<file path="config.mk">
export PLATFORM = sky130hd
export DESIGN_NAME = usm_spi_master
export DESIGN_NICKNAME = d
export VERILOG_FILES = /design/src/include/usm_pkg.sv /design/src/hw/usm_spi_master.sv
export SDC_FILE = /design/constraint.sdc
export NUM_CORES = 1
export LEC_CHECK = 0
export ABC_AREA = 1
export BUFFER_PORTS_ARGS = -buffer_cell sky130_fd_sc_hd__buf_4
export CAP_MARGIN = 20
export CORE_MARGIN = 5
export CORE_UTILIZATION = 55
export DETAILED_ROUTE_END_ITERATION = 10
export PLACE_DENSITY = 0.83
export RECOVER_POWER = 100
export SYNTH_ARGS = -nofsm -noshare
export SYNTH_HDL_FRONTEND = slang
export SYNTH_SLANG_ARGS = --single-unit
</file>
<file path="constraint.sdc">
create_clock -name pclk -period 5.82 [get_ports pclk]
set_clock_uncertainty 0.1 [all_clocks]
set_input_delay 0.582 -clock pclk [delete_from_list [all_inputs] [get_ports pclk]]
set_output_delay 0.582 -clock pclk [all_outputs]
set_load 0.01 [all_outputs]
</file>
<file path="src/include/usm_pkg.sv">
/*
 * Constants, register map and state type of the master-only SPI engine
 * built on a serial port. Assumes a 32-bit APB slave window with one
 * register per aligned word and an 8-bit data path inside.
 */
// Summary of operation
// - Receive-done flag is high exactly while the receive buffer holds unread bytes.
// - Transmit-done sets when frame ends with empty buffer; cleared by ack or write-one.
// - Buffer-empty flag shows free transmit buffer and is set after reset.
// - Receive-done interrupt needs its enable, global enable and the flag.
// - Transmit-done interrupt needs its enable, global enable and the flag.
// - Buffer-empty interrupt needs its enable, global enable and the flag.
// - Receiver enable takes the input pin; clearing it flushes the receive buffer.
// - With only the receiver enabled no transfer starts once pending transmit bytes have drained.
// - Transmitter enable takes the output pin as master data out.
// - Disabled transmitter finishes shift register and buffer before releasing the pin.
// - Mode field: 00 async, 01 sync, 10 reserved, 11 master SPI.
// - Order, phase and polarity are taken in the same write as mode.
// - Order bit one sends LSB first, zero MSB first, both directions.
// - Phase picks sampling on leading or trailing serial clock edge.
// - Polarity sets clock idle level; with phase fixes sample and setup edges.
// - Transmit path double buffered; receive path has one extra buffer level.
// - Master only: no slave select, no collision flag, no double speed.
// - Writing the data register starts a transfer once the shifter is free.
// - With a full receive buffer the newly arrived byte is dropped.
// - Frames are eight bits, back to back or with data line idling high.
// - Frame error, overrun and parity flags are not kept; the low status bits always read 5'h06.
package usm_pkg;
   // Register byte offsets
   localparam logic [11:0] USM_OFS_DATA = 12'h000;
   localparam logic [11:0] USM_OFS_STATUS = 12'h004;
   localparam logic [11:0] USM_OFS_ENABLE = 12'h008;
   localparam logic [11:0] USM_OFS_FORMAT = 12'h00C;
   localparam logic [11:0] USM_OFS_DIVISOR = 12'h010;
   localparam logic [11:0] USM_OFS_CPU = 12'h014;
   // Status bit positions
   localparam int USM_ST_RXC = 7;
   localparam int USM_ST_TXC = 6;
   localparam int USM_ST_UDRE = 5;
   // Enable control bit positions
   localparam int USM_EN_RXIE = 7;
   localparam int USM_EN_TXIE = 6;
   localparam int USM_EN_EMPTYIE = 5;
   localparam int USM_EN_RXEN = 4;
   localparam int USM_EN_TXEN = 3;
   // Format control bit positions
   localparam int USM_FMT_MODE_LO = 6;
   localparam int USM_FMT_ORDER = 2;
   localparam int USM_FMT_PHASE = 1;
   localparam int USM_FMT_POL = 0;
   localparam int USM_CPU_GIE = 0;
   // Reset values; low status bits read as their reset pattern
   localparam logic [4:0] USM_STATUS_LOW = 5'h06;
   localparam logic [7:0] USM_ENABLE_RST = 8'h00;
   localparam logic [7:0] USM_FORMAT_RST = 8'h00;
   localparam int USM_DIV_W = 12;
   // Mode field codes
   localparam logic [1:0] USM_MODE_ASYNC = 2'b00;
   localparam logic [1:0] USM_MODE_SYNC = 2'b01;
   localparam logic [1:0] USM_MODE_RSVD = 2'b10;
   localparam logic [1:0] USM_MODE_MSPI = 2'b11;
   // Frame shape: eight bits, two clock edges per bit
   localparam int USM_FRAME_BITS = 8;
   localparam logic [3:0] USM_LAST_EDGE = 4'hF;
   localparam int USM_RX_DEPTH = 2;
   typedef enum logic [1:0] {USM_IDLE = 2'b01, USM_SHIFT = 2'b10} usm_state_e;
endpackage : usm_pkg

</file>
<file path="src/hw/usm_spi_master.sv">
/*
 * Master-only SPI engine with APB register access, double-buffered
 * transmitter, two-entry receive queue and three interrupt requests.
 * Assumes pclk at 25 MHz, an APB master on the same clock, and a slave
 * whose data line is asynchronous to pclk (it is synchronised here).
 */
// The placing of the registers and the APB slave port are this design's own decisions.
`timescale 1ns/100ps
module usm_spi_master
   import usm_pkg::*;
#(
   parameter int DIV_W = USM_DIV_W,
   parameter int RX_DEPTH = USM_RX_DEPTH
) (
   input wire logic pclk,
   input wire logic presetn,
   input wire logic clk_en,
   input wire logic psel,
   input wire logic penable,
   input wire logic pwrite,
   input wire logic [11:0] paddr,
   input wire logic [31:0] pwdata,
   input wire logic [3:0] pstrb,
   output logic [31:0] prdata,
   output logic pready,
   output logic pslverr,
   input wire logic tx_done_irq_ack,
   output logic rx_done_irq,
   output logic tx_done_irq,
   output logic tx_empty_irq,
   output logic serial_clock_pin,
   output logic serial_out_pin,
   output logic serial_out_oe,
   input wire logic serial_in_pin,
   output logic serial_in_owned
);

   localparam int CW = $clog2(RX_DEPTH + 1);

   ////////////////////////////////////////////////////////////////////////
   // Functions
   ////////////////////////////////////////////////////////////////////////

   // Mode field decode, used by engine and by checks
   function automatic logic mode_is_spi(input logic [1:0] m);
      mode_is_spi = (m == USM_MODE_MSPI);
   endfunction : mode_is_spi

   function automatic logic addr_mapped(input logic [11:0] a);
      addr_mapped = (a == USM_OFS_DATA) || (a == USM_OFS_STATUS) || (a == USM_OFS_ENABLE) ||
         (a == USM_OFS_FORMAT) || (a == USM_OFS_DIVISOR) || (a == USM_OFS_CPU);
   endfunction : addr_mapped

   ////////////////////////////////////////////////////////////////////////
   // State
   ////////////////////////////////////////////////////////////////////////

   logic [7:0] en_reg;
   logic [7:0] fmt_reg;
   logic [DIV_W-1:0] div_reg;
   logic gie_reg;
   logic txc_reg;
   logic [7:0] txbuf_reg;
   logic txbuf_valid_reg;
   logic [7:0] tsh_reg;
   logic [7:0] rsh_reg;
   logic [3:0] edge_reg;
   logic [DIV_W-1:0] cnt_reg;
   usm_state_e st_reg;
   logic [7:0] rxq_reg [RX_DEPTH];
   logic [CW-1:0] rxcnt_reg;
   logic own_tx_reg;
   logic miso_s1_reg;
   logic miso_s2_reg;

   ////////////////////////////////////////////////////////////////////////
   // Bus decode
   ////////////////////////////////////////////////////////////////////////

   // Access phase qualifies every side effect
   wire setup_ph = psel & ~penable;
   wire acc_ph = psel & penable;
   wire wr = acc_ph & pwrite & pstrb[0];
   wire rd = acc_ph & ~pwrite;
   wire hit_data = (paddr == USM_OFS_DATA);
   wire hit_status = (paddr == USM_OFS_STATUS);
   wire hit_enable = (paddr == USM_OFS_ENABLE);
   wire hit_format = (paddr == USM_OFS_FORMAT);
   wire hit_div = (paddr == USM_OFS_DIVISOR);
   wire hit_cpu = (paddr == USM_OFS_CPU);

   // Flags and control fields
   wire rxen = en_reg[USM_EN_RXEN];
   wire txen = en_reg[USM_EN_TXEN];
   wire lsb_first = fmt_reg[USM_FMT_ORDER];
   wire cpha = fmt_reg[USM_FMT_PHASE];
   wire cpol = fmt_reg[USM_FMT_POL];
   wire spi_on = mode_is_spi(fmt_reg[USM_FMT_MODE_LO+1:USM_FMT_MODE_LO]);
   wire rxc = (rxcnt_reg != '0);
   wire udre = ~txbuf_valid_reg;
   wire busy = (st_reg == USM_SHIFT);

   // Status image; low bits fixed at the reset pattern 5'h06
   wire [7:0] status_rd = {rxc, txc_reg, udre, USM_STATUS_LOW};

   // Read mux, captured in the setup phase
   wire [31:0] rd_word = hit_data ? {24'h00_0000, rxq_reg[0]} :
      hit_status ? {24'h00_0000, status_rd} :
      hit_enable ? {24'h00_0000, en_reg} :
      hit_format ? {24'h00_0000, fmt_reg} :
      hit_div ? {{(32-DIV_W){1'b0}}, div_reg} :
      hit_cpu ? {31'h0000_0000, gie_reg} : 32'h0000_0000;

   ////////////////////////////////////////////////////////////////////////
   // Engine decode
   ////////////////////////////////////////////////////////////////////////

   // Half-period tick; each tick is one serial clock edge
   wire half_tick = busy & (cnt_reg == '0);
   wire last_edge = half_tick & (edge_reg == USM_LAST_EDGE);
   // Even edges lead; phase zero samples there
   wire sample_edge = half_tick & (edge_reg[0] == cpha);
   // Edge zero in phase one only presents the bit already set up
   wire setup_edge = half_tick & (edge_reg[0] != cpha) & (edge_reg != 4'h0);
   // Start needs the transmitter, which owns the clock
   wire tx_allowed = txen | own_tx_reg;
   wire load = spi_on & txbuf_valid_reg & tx_allowed & (~busy | last_edge);
   wire tx_write = wr & hit_data & ~txbuf_valid_reg;
   wire pop = rd & hit_data & rxc;
   wire push = last_edge & rxen;
   wire push_ok = push & (pop | (rxcnt_reg < CW'(RX_DEPTH)));
   wire [CW-1:0] wr_idx = pop ? rxcnt_reg - CW'(1) : rxcnt_reg;

   // Shift datapaths in the chosen order
   wire [7:0] tsh_shift = lsb_first ? {1'b0, tsh_reg[7:1]} : {tsh_reg[6:0], 1'b0};
   wire tx_next_bit = lsb_first ? tsh_reg[1] : tsh_reg[6];
   wire tx_first_bit = lsb_first ? txbuf_reg[0] : txbuf_reg[USM_FRAME_BITS-1];
   wire [7:0] rsh_shift = lsb_first ? {miso_s2_reg, rsh_reg[7:1]} : {rsh_reg[6:0], miso_s2_reg};
   // In phase one the final sample of a frame lands in the same cycle as the push
   wire [7:0] rx_word = sample_edge ? rsh_shift : rsh_reg;

   wire txc_set = last_edge & ~txbuf_valid_reg;
   wire txc_clr = (wr & hit_status & pwdata[USM_ST_TXC]) | tx_done_irq_ack;

   ////////////////////////////////////////////////////////////////////////
   // APB slave: zero wait, error on unmapped address
   ////////////////////////////////////////////////////////////////////////

   // Answer prepared in setup so every bus output is a flop
   always_ff @(posedge pclk or negedge presetn) begin
      if (!presetn) begin
         prdata <= 32'h0000_0000;
         pready <= 1'b0;
         pslverr <= 1'b0;
      end else if (clk_en) begin
         prdata <= setup_ph ? rd_word : prdata;
         pready <= setup_ph;
         pslverr <= setup_ph & ~addr_mapped(paddr);
      end
   end

   // Control registers; mode and format land in one write
   always_ff @(posedge pclk or negedge presetn) begin
      if (!presetn) begin
         en_reg <= USM_ENABLE_RST;
         fmt_reg <= USM_FORMAT_RST;
         div_reg <= '0;
         gie_reg <= 1'b0;
      end else if (clk_en && wr) begin
         if (hit_enable) en_reg <= pwdata[7:0];
         if (hit_format) fmt_reg <= pwdata[7:0];
         if (hit_div) div_reg <= pwdata[DIV_W-1:0];
         if (hit_cpu) gie_reg <= pwdata[USM_CPU_GIE];
      end
   end

   ////////////////////////////////////////////////////////////////////////
   // Transmit side
   ////////////////////////////////////////////////////////////////////////

   // Holding buffer ahead of the shifter; writes to a full buffer are dropped
   always_ff @(posedge pclk or negedge presetn) begin
      if (!presetn) begin
         txbuf_reg <= 8'h00;
         txbuf_valid_reg <= 1'b0;
      end else if (clk_en) begin
         if (tx_write) begin
            txbuf_reg <= pwdata[7:0];
            txbuf_valid_reg <= 1'b1;
         end else if (load) begin
            txbuf_valid_reg <= 1'b0;
         end
      end
   end

   // Done flag: a set in the clearing cycle wins
   always_ff @(posedge pclk or negedge presetn) begin
      if (!presetn) txc_reg <= 1'b0;
      else if (clk_en) txc_reg <= txc_set | (txc_reg & ~txc_clr);
   end

   // Pin stays ours until pending bytes have drained
   always_ff @(posedge pclk or negedge presetn) begin
      if (!presetn) own_tx_reg <= 1'b0;
      else if (clk_en) own_tx_reg <= txen | (own_tx_reg & (busy | txbuf_valid_reg));
   end

   ////////////////////////////////////////////////////////////////////////
   // Serial engine
   ////////////////////////////////////////////////////////////////////////

   // Frame sequencer; leaving SPI mode aborts a frame
   always_ff @(posedge pclk or negedge presetn) begin
      if (!presetn) begin
         st_reg <= USM_IDLE;
         cnt_reg <= '0;
         edge_reg <= 4'h0;
      end else if (clk_en) begin
         case (st_reg)
            USM_IDLE: begin
               if (load) begin
                  st_reg <= USM_SHIFT;
                  cnt_reg <= div_reg;
                  edge_reg <= 4'h0;
               end
            end
            USM_SHIFT: begin
               if (!spi_on) begin
                  st_reg <= USM_IDLE;
               end else if (load) begin
                  cnt_reg <= div_reg;
                  edge_reg <= 4'h0;
               end else if (last_edge) begin
                  st_reg <= USM_IDLE;
               end else if (half_tick) begin
                  cnt_reg <= div_reg;
                  edge_reg <= edge_reg + 4'h1;
               end else begin
                  cnt_reg <= cnt_reg - DIV_W'(1);
               end
            end
            default: st_reg <= USM_IDLE;
         endcase
      end
   end

   // Clock and data out; both rest at idle levels between frames
   always_ff @(posedge pclk or negedge presetn) begin
      if (!presetn) begin
         serial_clock_pin <= 1'b0;
         serial_out_pin <= 1'b1;
         tsh_reg <= 8'h00;
      end else if (clk_en) begin
         if (!busy || !spi_on) serial_clock_pin <= cpol;
         else if (half_tick) serial_clock_pin <= ~serial_clock_pin;
         if (load) begin
            tsh_reg <= txbuf_reg;
            serial_out_pin <= tx_first_bit;
         end else if (setup_edge) begin
            tsh_reg <= tsh_shift;
            serial_out_pin <= tx_next_bit;
         end else if (!busy) begin
            serial_out_pin <= 1'b1;
         end
      end
   end

   // Input synchroniser; only the second stage feeds the sampler
   always_ff @(posedge pclk or negedge presetn) begin
      if (!presetn) begin
         miso_s1_reg <= 1'b0;
         miso_s2_reg <= 1'b0;
         rsh_reg <= 8'h00;
      end else if (clk_en) begin
         miso_s1_reg <= serial_in_pin;
         miso_s2_reg <= miso_s1_reg;
         if (sample_edge) rsh_reg <= rsh_shift;
      end
   end

   ////////////////////////////////////////////////////////////////////////
   // Receive queue
   ////////////////////////////////////////////////////////////////////////

   // Count; disabling the receiver flushes everything
   always_ff @(posedge pclk or negedge presetn) begin
      if (!presetn) rxcnt_reg <= '0;
      else if (clk_en) begin
         if (!rxen) rxcnt_reg <= '0;
         else if (push_ok && !pop) rxcnt_reg <= rxcnt_reg + CW'(1);
         else if (pop && !push_ok) rxcnt_reg <= rxcnt_reg - CW'(1);
      end
   end

   // Entries slide toward the head on each read
   genvar gi;
   generate
      for (gi = 0; gi < RX_DEPTH; gi++) begin : g_rxq
         always_ff @(posedge pclk or negedge presetn) begin
            if (!presetn) rxq_reg[gi] <= 8'h00;
            else if (clk_en) begin
               if (push_ok && wr_idx == CW'(gi)) rxq_reg[gi] <= rx_word;
               else if (pop && gi + 1 < RX_DEPTH) rxq_reg[gi] <= rxq_reg[(gi + 1) % RX_DEPTH];
            end
         end
      end
   endgenerate

   ////////////////////////////////////////////////////////////////////////
   // Interrupt requests and pin ownership
   ////////////////////////////////////////////////////////////////////////

   // Registered requests lag the flags by one cycle
   always_ff @(posedge pclk or negedge presetn) begin
      if (!presetn) begin
         rx_done_irq <= 1'b0;
         tx_done_irq <= 1'b0;
         tx_empty_irq <= 1'b0;
         serial_out_oe <= 1'b0;
         serial_in_owned <= 1'b0;
      end else if (clk_en) begin
         rx_done_irq <= en_reg[USM_EN_RXIE] & gie_reg & rxc;
         tx_done_irq <= en_reg[USM_EN_TXIE] & gie_reg & txc_reg;
         tx_empty_irq <= en_reg[USM_EN_EMPTYIE] & gie_reg & udre;
         serial_out_oe <= own_tx_reg;
         serial_in_owned <= rxen;
      end
   end
endmodule : usm_spi_master

</file>
==> results of run 1 <==
synthesized netlist by cell type, types with 2 or more instances:
master,count
mux2_2,4
o21ai_0,106
nand2_4,2
nor2_4,4
nand3_1,56
xor2_1,9
inv_2,3
nor2_2,7
nand2_2,6
clkbuf_1,15
nand2_1,283
nor3_1,7
o211ai_1,9
nand4_1,10
or2_2,5
nand4_2,2
nor2_1,37
dfrtp_1,113
o2111ai_1,2
nor3_2,2
buf_4,23
a21oi_1,9
buf_2,4
inv_1,82
ha_1,7
dfstp_2,2
layout by cell type, fill, tap and decap left out, types with 2 or more instances in the layout:
cell       count
dfrtp_1      113
clkbuf_8       3
ha_1           7
clkinv_2       2
o2111ai_1      2
o211ai_1       9
xor2_1         9
nor2_1        39
nand2_2        5
nor2_4         4
clkbuf_16     17
buf_4         32
conb_1        20
nand4_1       12
nor3_1         7
inv_1         83
inv_2          2
clkbuf_1      26
mux2_2         4
o21ai_0      106
nand2_1      284
nor3_2         2
nand3_1       56
nor2_2         5
or2_2          5
bufinv_16      3
a21oi_1       10
nand2_4        2
final cells by class:
| class | instances | area share, % |
|---|---|---|
| flip-flops and latches | 115 | 40.4 |
| multi-input cells | 597 | 39.6 |
| clock buffers | 23 | 6.70 |
| repair buffers | 55 | 4.58 |
| inverters | 85 | 4.47 |
| well taps | 143 | 2.51 |
| clock inverters | 8 | 1.75 |
per-stage QoR:
stage	hold WS, ps	utilization (%)	instances
final	269	63.3	1026
after global routing	276	63.3	1026
after detailed placement	366	59.0	995
after CTS	125	64.3	1026
after global placement	357	59.0	995
after floorplan	186	-	841
worst min-delay path by stage:
stage	slack (ps)	startpoint	cells past startpoint	end
final	270	serial_in_pin	3	miso_s1_reg$_DFFE_PN0P_
after global routing	280	serial_in_pin	3	miso_s1_reg$_DFFE_PN0P_
after CTS	120	presetn	1	rsh_reg[6]$_DFFE_PN0P_
after detailed placement	370	miso_s1_reg$_DFFE_PN0P_	2	miso_s1_reg$_DFFE_PN0P_
after global placement	360	miso_s1_reg$_DFFE_PN0P_	2	miso_s1_reg$_DFFE_PN0P_
after floorplan	190	presetn	0	cnt_reg[0]$_DFFE_PN0P_
logic make-up (layout without fill, tap and decap cells):
group	after synthesis	after routing	synth area share [%]
AND/OR/NAND/NOR	425	425	29.7
adder cells (fa/ha/maj)	7	7	1.40
AO/OA/AOI/OAI	132	132	11.4
multiplexers	4	4	0.721
XOR/XNOR	9	9	1.26
flip-flops	115	115	46.1
other	1	20	0.0600
buffers and inverters	129	171	9.33
power by group through the flow:
| stage | logic (W) | clock network [W] | registers [W] |
|---|---|---|---|
| floorplan | 0.000490 | 0 | 0.000959 |
| CTS | 0.000651 | 0.00107 | 0.000957 |
| detailed placement | 0.000634 | 0 | 0.000968 |
| global placement | 0.000617 | 0 | 0.000968 |
| finish | 0.000640 | 0.00106 | 0.000959 |
| global route | 0.000724 | 0.00111 | 0.000968 |
worst max-delay path, stage by stage:
cell and delay [ps]:
clkbuf_1 980, inv_1 770, a211o_1 450, nor2_1 160
nand2_1 260, nor2_1 720, o21ai_0 180
metal layers:
| metal | global-route usage [%] | vias up | wire length [microns] |
|---|---|---|---|
| met5 | 0 | - | 0 |
| met4 | 7.65 | 0 | 291 |
| met3 | 5.54 | 31 | 1200 |
| met2 | 38.7 | 201 | 7550 |
| met1 | 31.4 | 2536 | 6470 |
| li1 | - | 2704 | - |
==> impl_metrics.tcl, run 1 <==
set metrics [dict create \
    viasPerCell 5.33 \
    largest_reg_flops 16 \
    dpl-instance-area_sq_mm 0.00665 \
    slew_viol_final 52 \
    hold_buffers 0 \
    synth-edff-count 0 \
    grt_pass1_wl_microns 24800 \
    synth_warnings 0 \
    critPathKind "input pin to register" \
    die_h_microns 117 \
    p_int_w 0.00180 \
    rrSetupSlack_ps 2160 \
    p_seq_share_pct 36.0 \
    start_util_pct 55.4 \
    wl_per_cell_microns 15.1 \
    swShare_pct 32.4 \
    async_flop_share_pct 100 \
    period_share_pct 68.0 \
    synth-main-ff-cell "dfrtp_1" \
    multi_input_area_sq_mm 0.00282 \
    core-area_sq_mm 0.0113 \
    fillers 961 \
    fin_setup_tns_ps 0 \
    netlist.area_leader.share_pct 45.3 \
    combPwrFrac_pct 24.1 \
    violations "max-capacitance violations, max-slew violations" \
    cts_root_buf "clkbuf_16" \
    post-place-ws_ps 2740 \
    cap_violations 1 \
    overflow 0 \
    drtIter0Drc 493 \
    r2r-start "cnt_reg[0]$_DFFE_PN0P_" \
    cellLeakagePower_nw 3.55 \
    design_area_sq_mm 0.00713 \
    finalWirelength_microns 15500 \
    required_ps 5980 \
    antenna_found_initial 0 \
    ios 97 \
    min_period_ps 3960 \
    nets 934 \
    synth_seq_area_share_pct 46.1 \
    htree_num_levels 4 \
    grt_start_max_net_pins 66 \
    finalWorstSetupSlack_ps 1860 \
    pwr-share-clk_pct 39.9 \
    synth_seq_cells 115 \
    port_buffers 53 \
    tightest_slew_ps 2860 \
    syn_inst 822 \
    rows 39 \
    switchingPower_w 0.000861 \
    dieArea_sq_mm 0.0136 \
    power_w 0.00266 \
    netlist_area_sq_mm 0.00625 \
    finalSetupViolations 0 \
    hp-class "input pin to register" \
    cp-startpoint "clk_en" \
    drc 0 \
    clock-sinks 115 \
    die_x_microns 117 \
    syn_avg_cell_area_sq_um 7.60 \
    hpwl_microns 10800 \
    p_per_area_mw_per_mm2 373 \
    fmax_mhz 253 \
    gp_congestion 0.897 \
    slew_headroom_pct -90.8 \
    clk_pin_slew_worst_paths_ps 50 \
    synth_top_cell_by_area "dfrtp_1" \
    synth_cell_types 39 \
    cts.path.max_buffers 2 \
    clock_latency_ps 420 \
    cts_setup_buffers 0 \
    crit_path_end "edge_reg[0]$_DFFE_PN0P_" \
    ir_worst_vdd_mv 0.246 \
    reg2regPathDepth 11 \
    syn_to_final_growth_pct 14.2 \
    hold_violations 0 \
    cp.arrival_ps 4120 \
    cts_made_buffers 17 \
    firstDrtPassIters 5 \
    cts_resized 0 \
    route.vias.total 5472 \
    cp-start-kind "input pin" \
    cts_tree "built" \
    diodes 0 \
    layout-drive-gt1-share_pct 10.4 \
    rsz0062_at_grt "false" \
    layout.area.seq_sq_mm 0.00288 \
    grt_pass1_vias 5115 \
    rr_endpoint "edge_reg[0]$_DFFE_PN0P_" \
    cp-end-kind "register" \
    worstPathMaxFanout 31 \
    antenna_left 0 \
    synth.area.top_cells "dfrtp_1 (45%), nand2_1 (17%), o21ai_0 (8.5%)" \
    gr-usage-all-layers_pct 23.7 \
    status "finished, violations left" \
]
Power figures use the tool's default switching activity.
==> run 2, diff against run 1 <==
CORE_UTILIZATION = 52   (was 55)
PLACE_DENSITY = 0.82   (was 0.83)
clock period = 3.54 ns   (was 5.82 ns; I/O delays follow)
==> run 2 against run 1 <==
Against the previous run: the flow now finishes without violations; sequential share of layout area is 0.085 points lower; final cell count is 0.97% higher; core utilization down 3.3 points; clock power up 54%; via count rose by 2.0%; combinational power is 64% higher; worst setup slack lost 1200 ps; sequential power grew 65%; non-clock buffer count is 5 higher; design area is 0.21% higher; largest power group unchanged; highest routed layer unchanged.
==> impl_metrics.tcl, run 2 (synthesized netlist as in run 1, its figures left out) <==
set metrics [dict create \
    ir_worst_vdd_mv 0.390 \
    path_delay_family "simple AND/OR/NAND/NOR gates" \
    cts.path.max_buffers 2 \
    cap_violations 0 \
    slew_headroom_pct 9.67 \
    largest_reg_flops 16 \
    cp-end-kind "register" \
    critPathBufInv 2 \
    cp-start-kind "register" \
    period_share_pct 82.1 \
    antenna_found_initial 0 \
    cellLeakagePower_nw 3.55 \
    fin_setup_tns_ps 0 \
    port_buffers 53 \
    die_h_microns 120 \
    cts_resized 0 \
    start_util_pct 52.4 \
    whs_path_depth 3 \
    firstDrtPassIters 6 \
    dieArea_sq_mm 0.0143 \
    cts_tree "built" \
    gp_congestion 0.919 \
    p_int_w 0.00280 \
    slew_viol_final 0 \
    drtIter0Drc 521 \
    viasPerCell 5.39 \
    finalWirelength_microns 15600 \
    p_per_area_mw_per_mm2 595 \
    reg2regPathDepth 12 \
    fmax_mhz 344 \
    multi_input_area_sq_mm 0.00282 \
    cts_made_buffers 17 \
    switchingPower_w 0.00145 \
    power_w 0.00425 \
    wl_per_cell_microns 15.1 \
    gr-usage-all-layers_pct 22.5 \
    final_cell_mix "nand2_1 (284), dfrtp_1 (113), o21ai_0 (106)" \
    fillers 1073 \
    grt_pass1_wl_microns 25700 \
    combPwrFrac_pct 24.6 \
    p_seq_share_pct 37.1 \
    rsz0062_at_grt "false" \
    required_ps 3780 \
    finalSetupViolations 0 \
    grt_pass1_vias 5246 \
    cp.depth 12 \
    min_period_ps 2910 \
    final_common_cell "nand2_1" \
    antenna_left 0 \
    swShare_pct 34.2 \
    htree_num_levels 4 \
    die_x_microns 120 \
    hpwl_microns 11000 \
    layout-drive-gt1-share_pct 10.8 \
    diodes 0 \
    nets 939 \
    cp.arrival_ps 3140 \
    tightest_slew_ps 1360 \
    ios 97 \
    worstPathMaxFanout 15 \
    syn_to_final_growth_pct 14.4 \
    overflow 0 \
    grt_start_max_net_pins 63 \
    critPathKind "register to register" \
    hold_violations 0 \
    path_common_cell "nand2_1" \
    cts_root_buf "clkbuf_16" \
    hp-class "input pin to register" \
    worstPathCellList "inv_1 > ha_1 > nand3_1 > nor2_1 > nand4_1 > nand2_1 > nand2_1 > nand2_1 > nand2_1 > inv_1 > nand2_1 > o21ai_0" \
    slowest_stage "inv_1" \
    clock-sinks 115 \
    clk_pin_slew_worst_paths_ps 50 \
    layout.area.seq_sq_mm 0.00288 \
    core-area_sq_mm 0.0119 \
    route.vias.total 5579 \
    status "completed" \
    cts_setup_buffers 0 \
    pwr-share-clk_pct 38.3 \
    drc 0 \
    clock_latency_ps 420 \
    cpPeakStageDelay_ps 460 \
    rows 40 \
]
-- run 2: cell count changes in the layout (fill, tap and decap cells not counted), sizes merged --
cell,change
dlygate4sd3,+1
clkbuf,-2
clkinvlp,+3
buf,+3
clkinv,+3
bufinv,-2
-- run 2: through the flow --
step	area [sq um]	hold slack, ps	instances	setup WS [ps]	utilization (%)
after floorplan	6320	-41.6	841	1410	-
after global placement	6690	349	1003	1030	56.2
after detailed placement	6690	353	1003	946	56.2
after CTS	7270	28.4	1036	912	61.0
after global routing	7150	61.5	1036	441	60.0
final	7150	35.3	1036	632	60.0
-- run 2: routing by layer --
layer  GRT usage [%]  wire length [microns]
met3            4.81                   1100
met5               0                      0
met2            35.2                   7280
met4            9.23                    375
met1            30.5                   6890
-- run 2: power by group through the flow --
stage               Sequential, W  Combinational, W  Clock [W]
floorplan                 0.00158          0.000806          0
global placement          0.00159           0.00101          0
detailed placement        0.00159           0.00105          0
CTS                       0.00158           0.00106    0.00164
global route              0.00159           0.00120    0.00170
finish                    0.00158           0.00105    0.00163
-- run 2: final cells by class --
cell class / count / area share [%]
clock buffer: 20 / 6.39
clock inverter: 12 / 1.49
inverter: 85 / 4.46
multi-input combinational: 597 / 39.5
sequential: 115 / 40.3
tap: 147 / 2.57
timing repair buffer: 60 / 5.32
-- run 2: repair_timing --
item                                   CTS  global route
endpoints found under the hold margin   52             0
hold buffers                             1             0
setup endpoints to repair                0             0
-- run 2: worst paths after layout --
path                       slack (ps)                      end                     from
min reg2reg                       370  miso_s1_reg$_DFFE_PN0P_  miso_s1_reg$_DFFE_PN0P_
min                                40  miso_s1_reg$_DFFE_PN0P_            serial_in_pin
max in group asynchronous        1660    st_reg[0]$_DFFE_PN1P_                  presetn
max                               630   cnt_reg[6]$_DFFE_PN0P_   cnt_reg[0]$_DFFE_PN0P_
min in group asynchronous         690   cnt_reg[8]$_DFFE_PN0P_                  presetn
max reg2reg                       630   cnt_reg[6]$_DFFE_PN0P_   cnt_reg[0]$_DFFE_PN0P_
-- run 2: tightest hold or removal path, cell delays in order --
cell	delay [ps]
buf_4	80
nand2_1	40
nand2_1	50
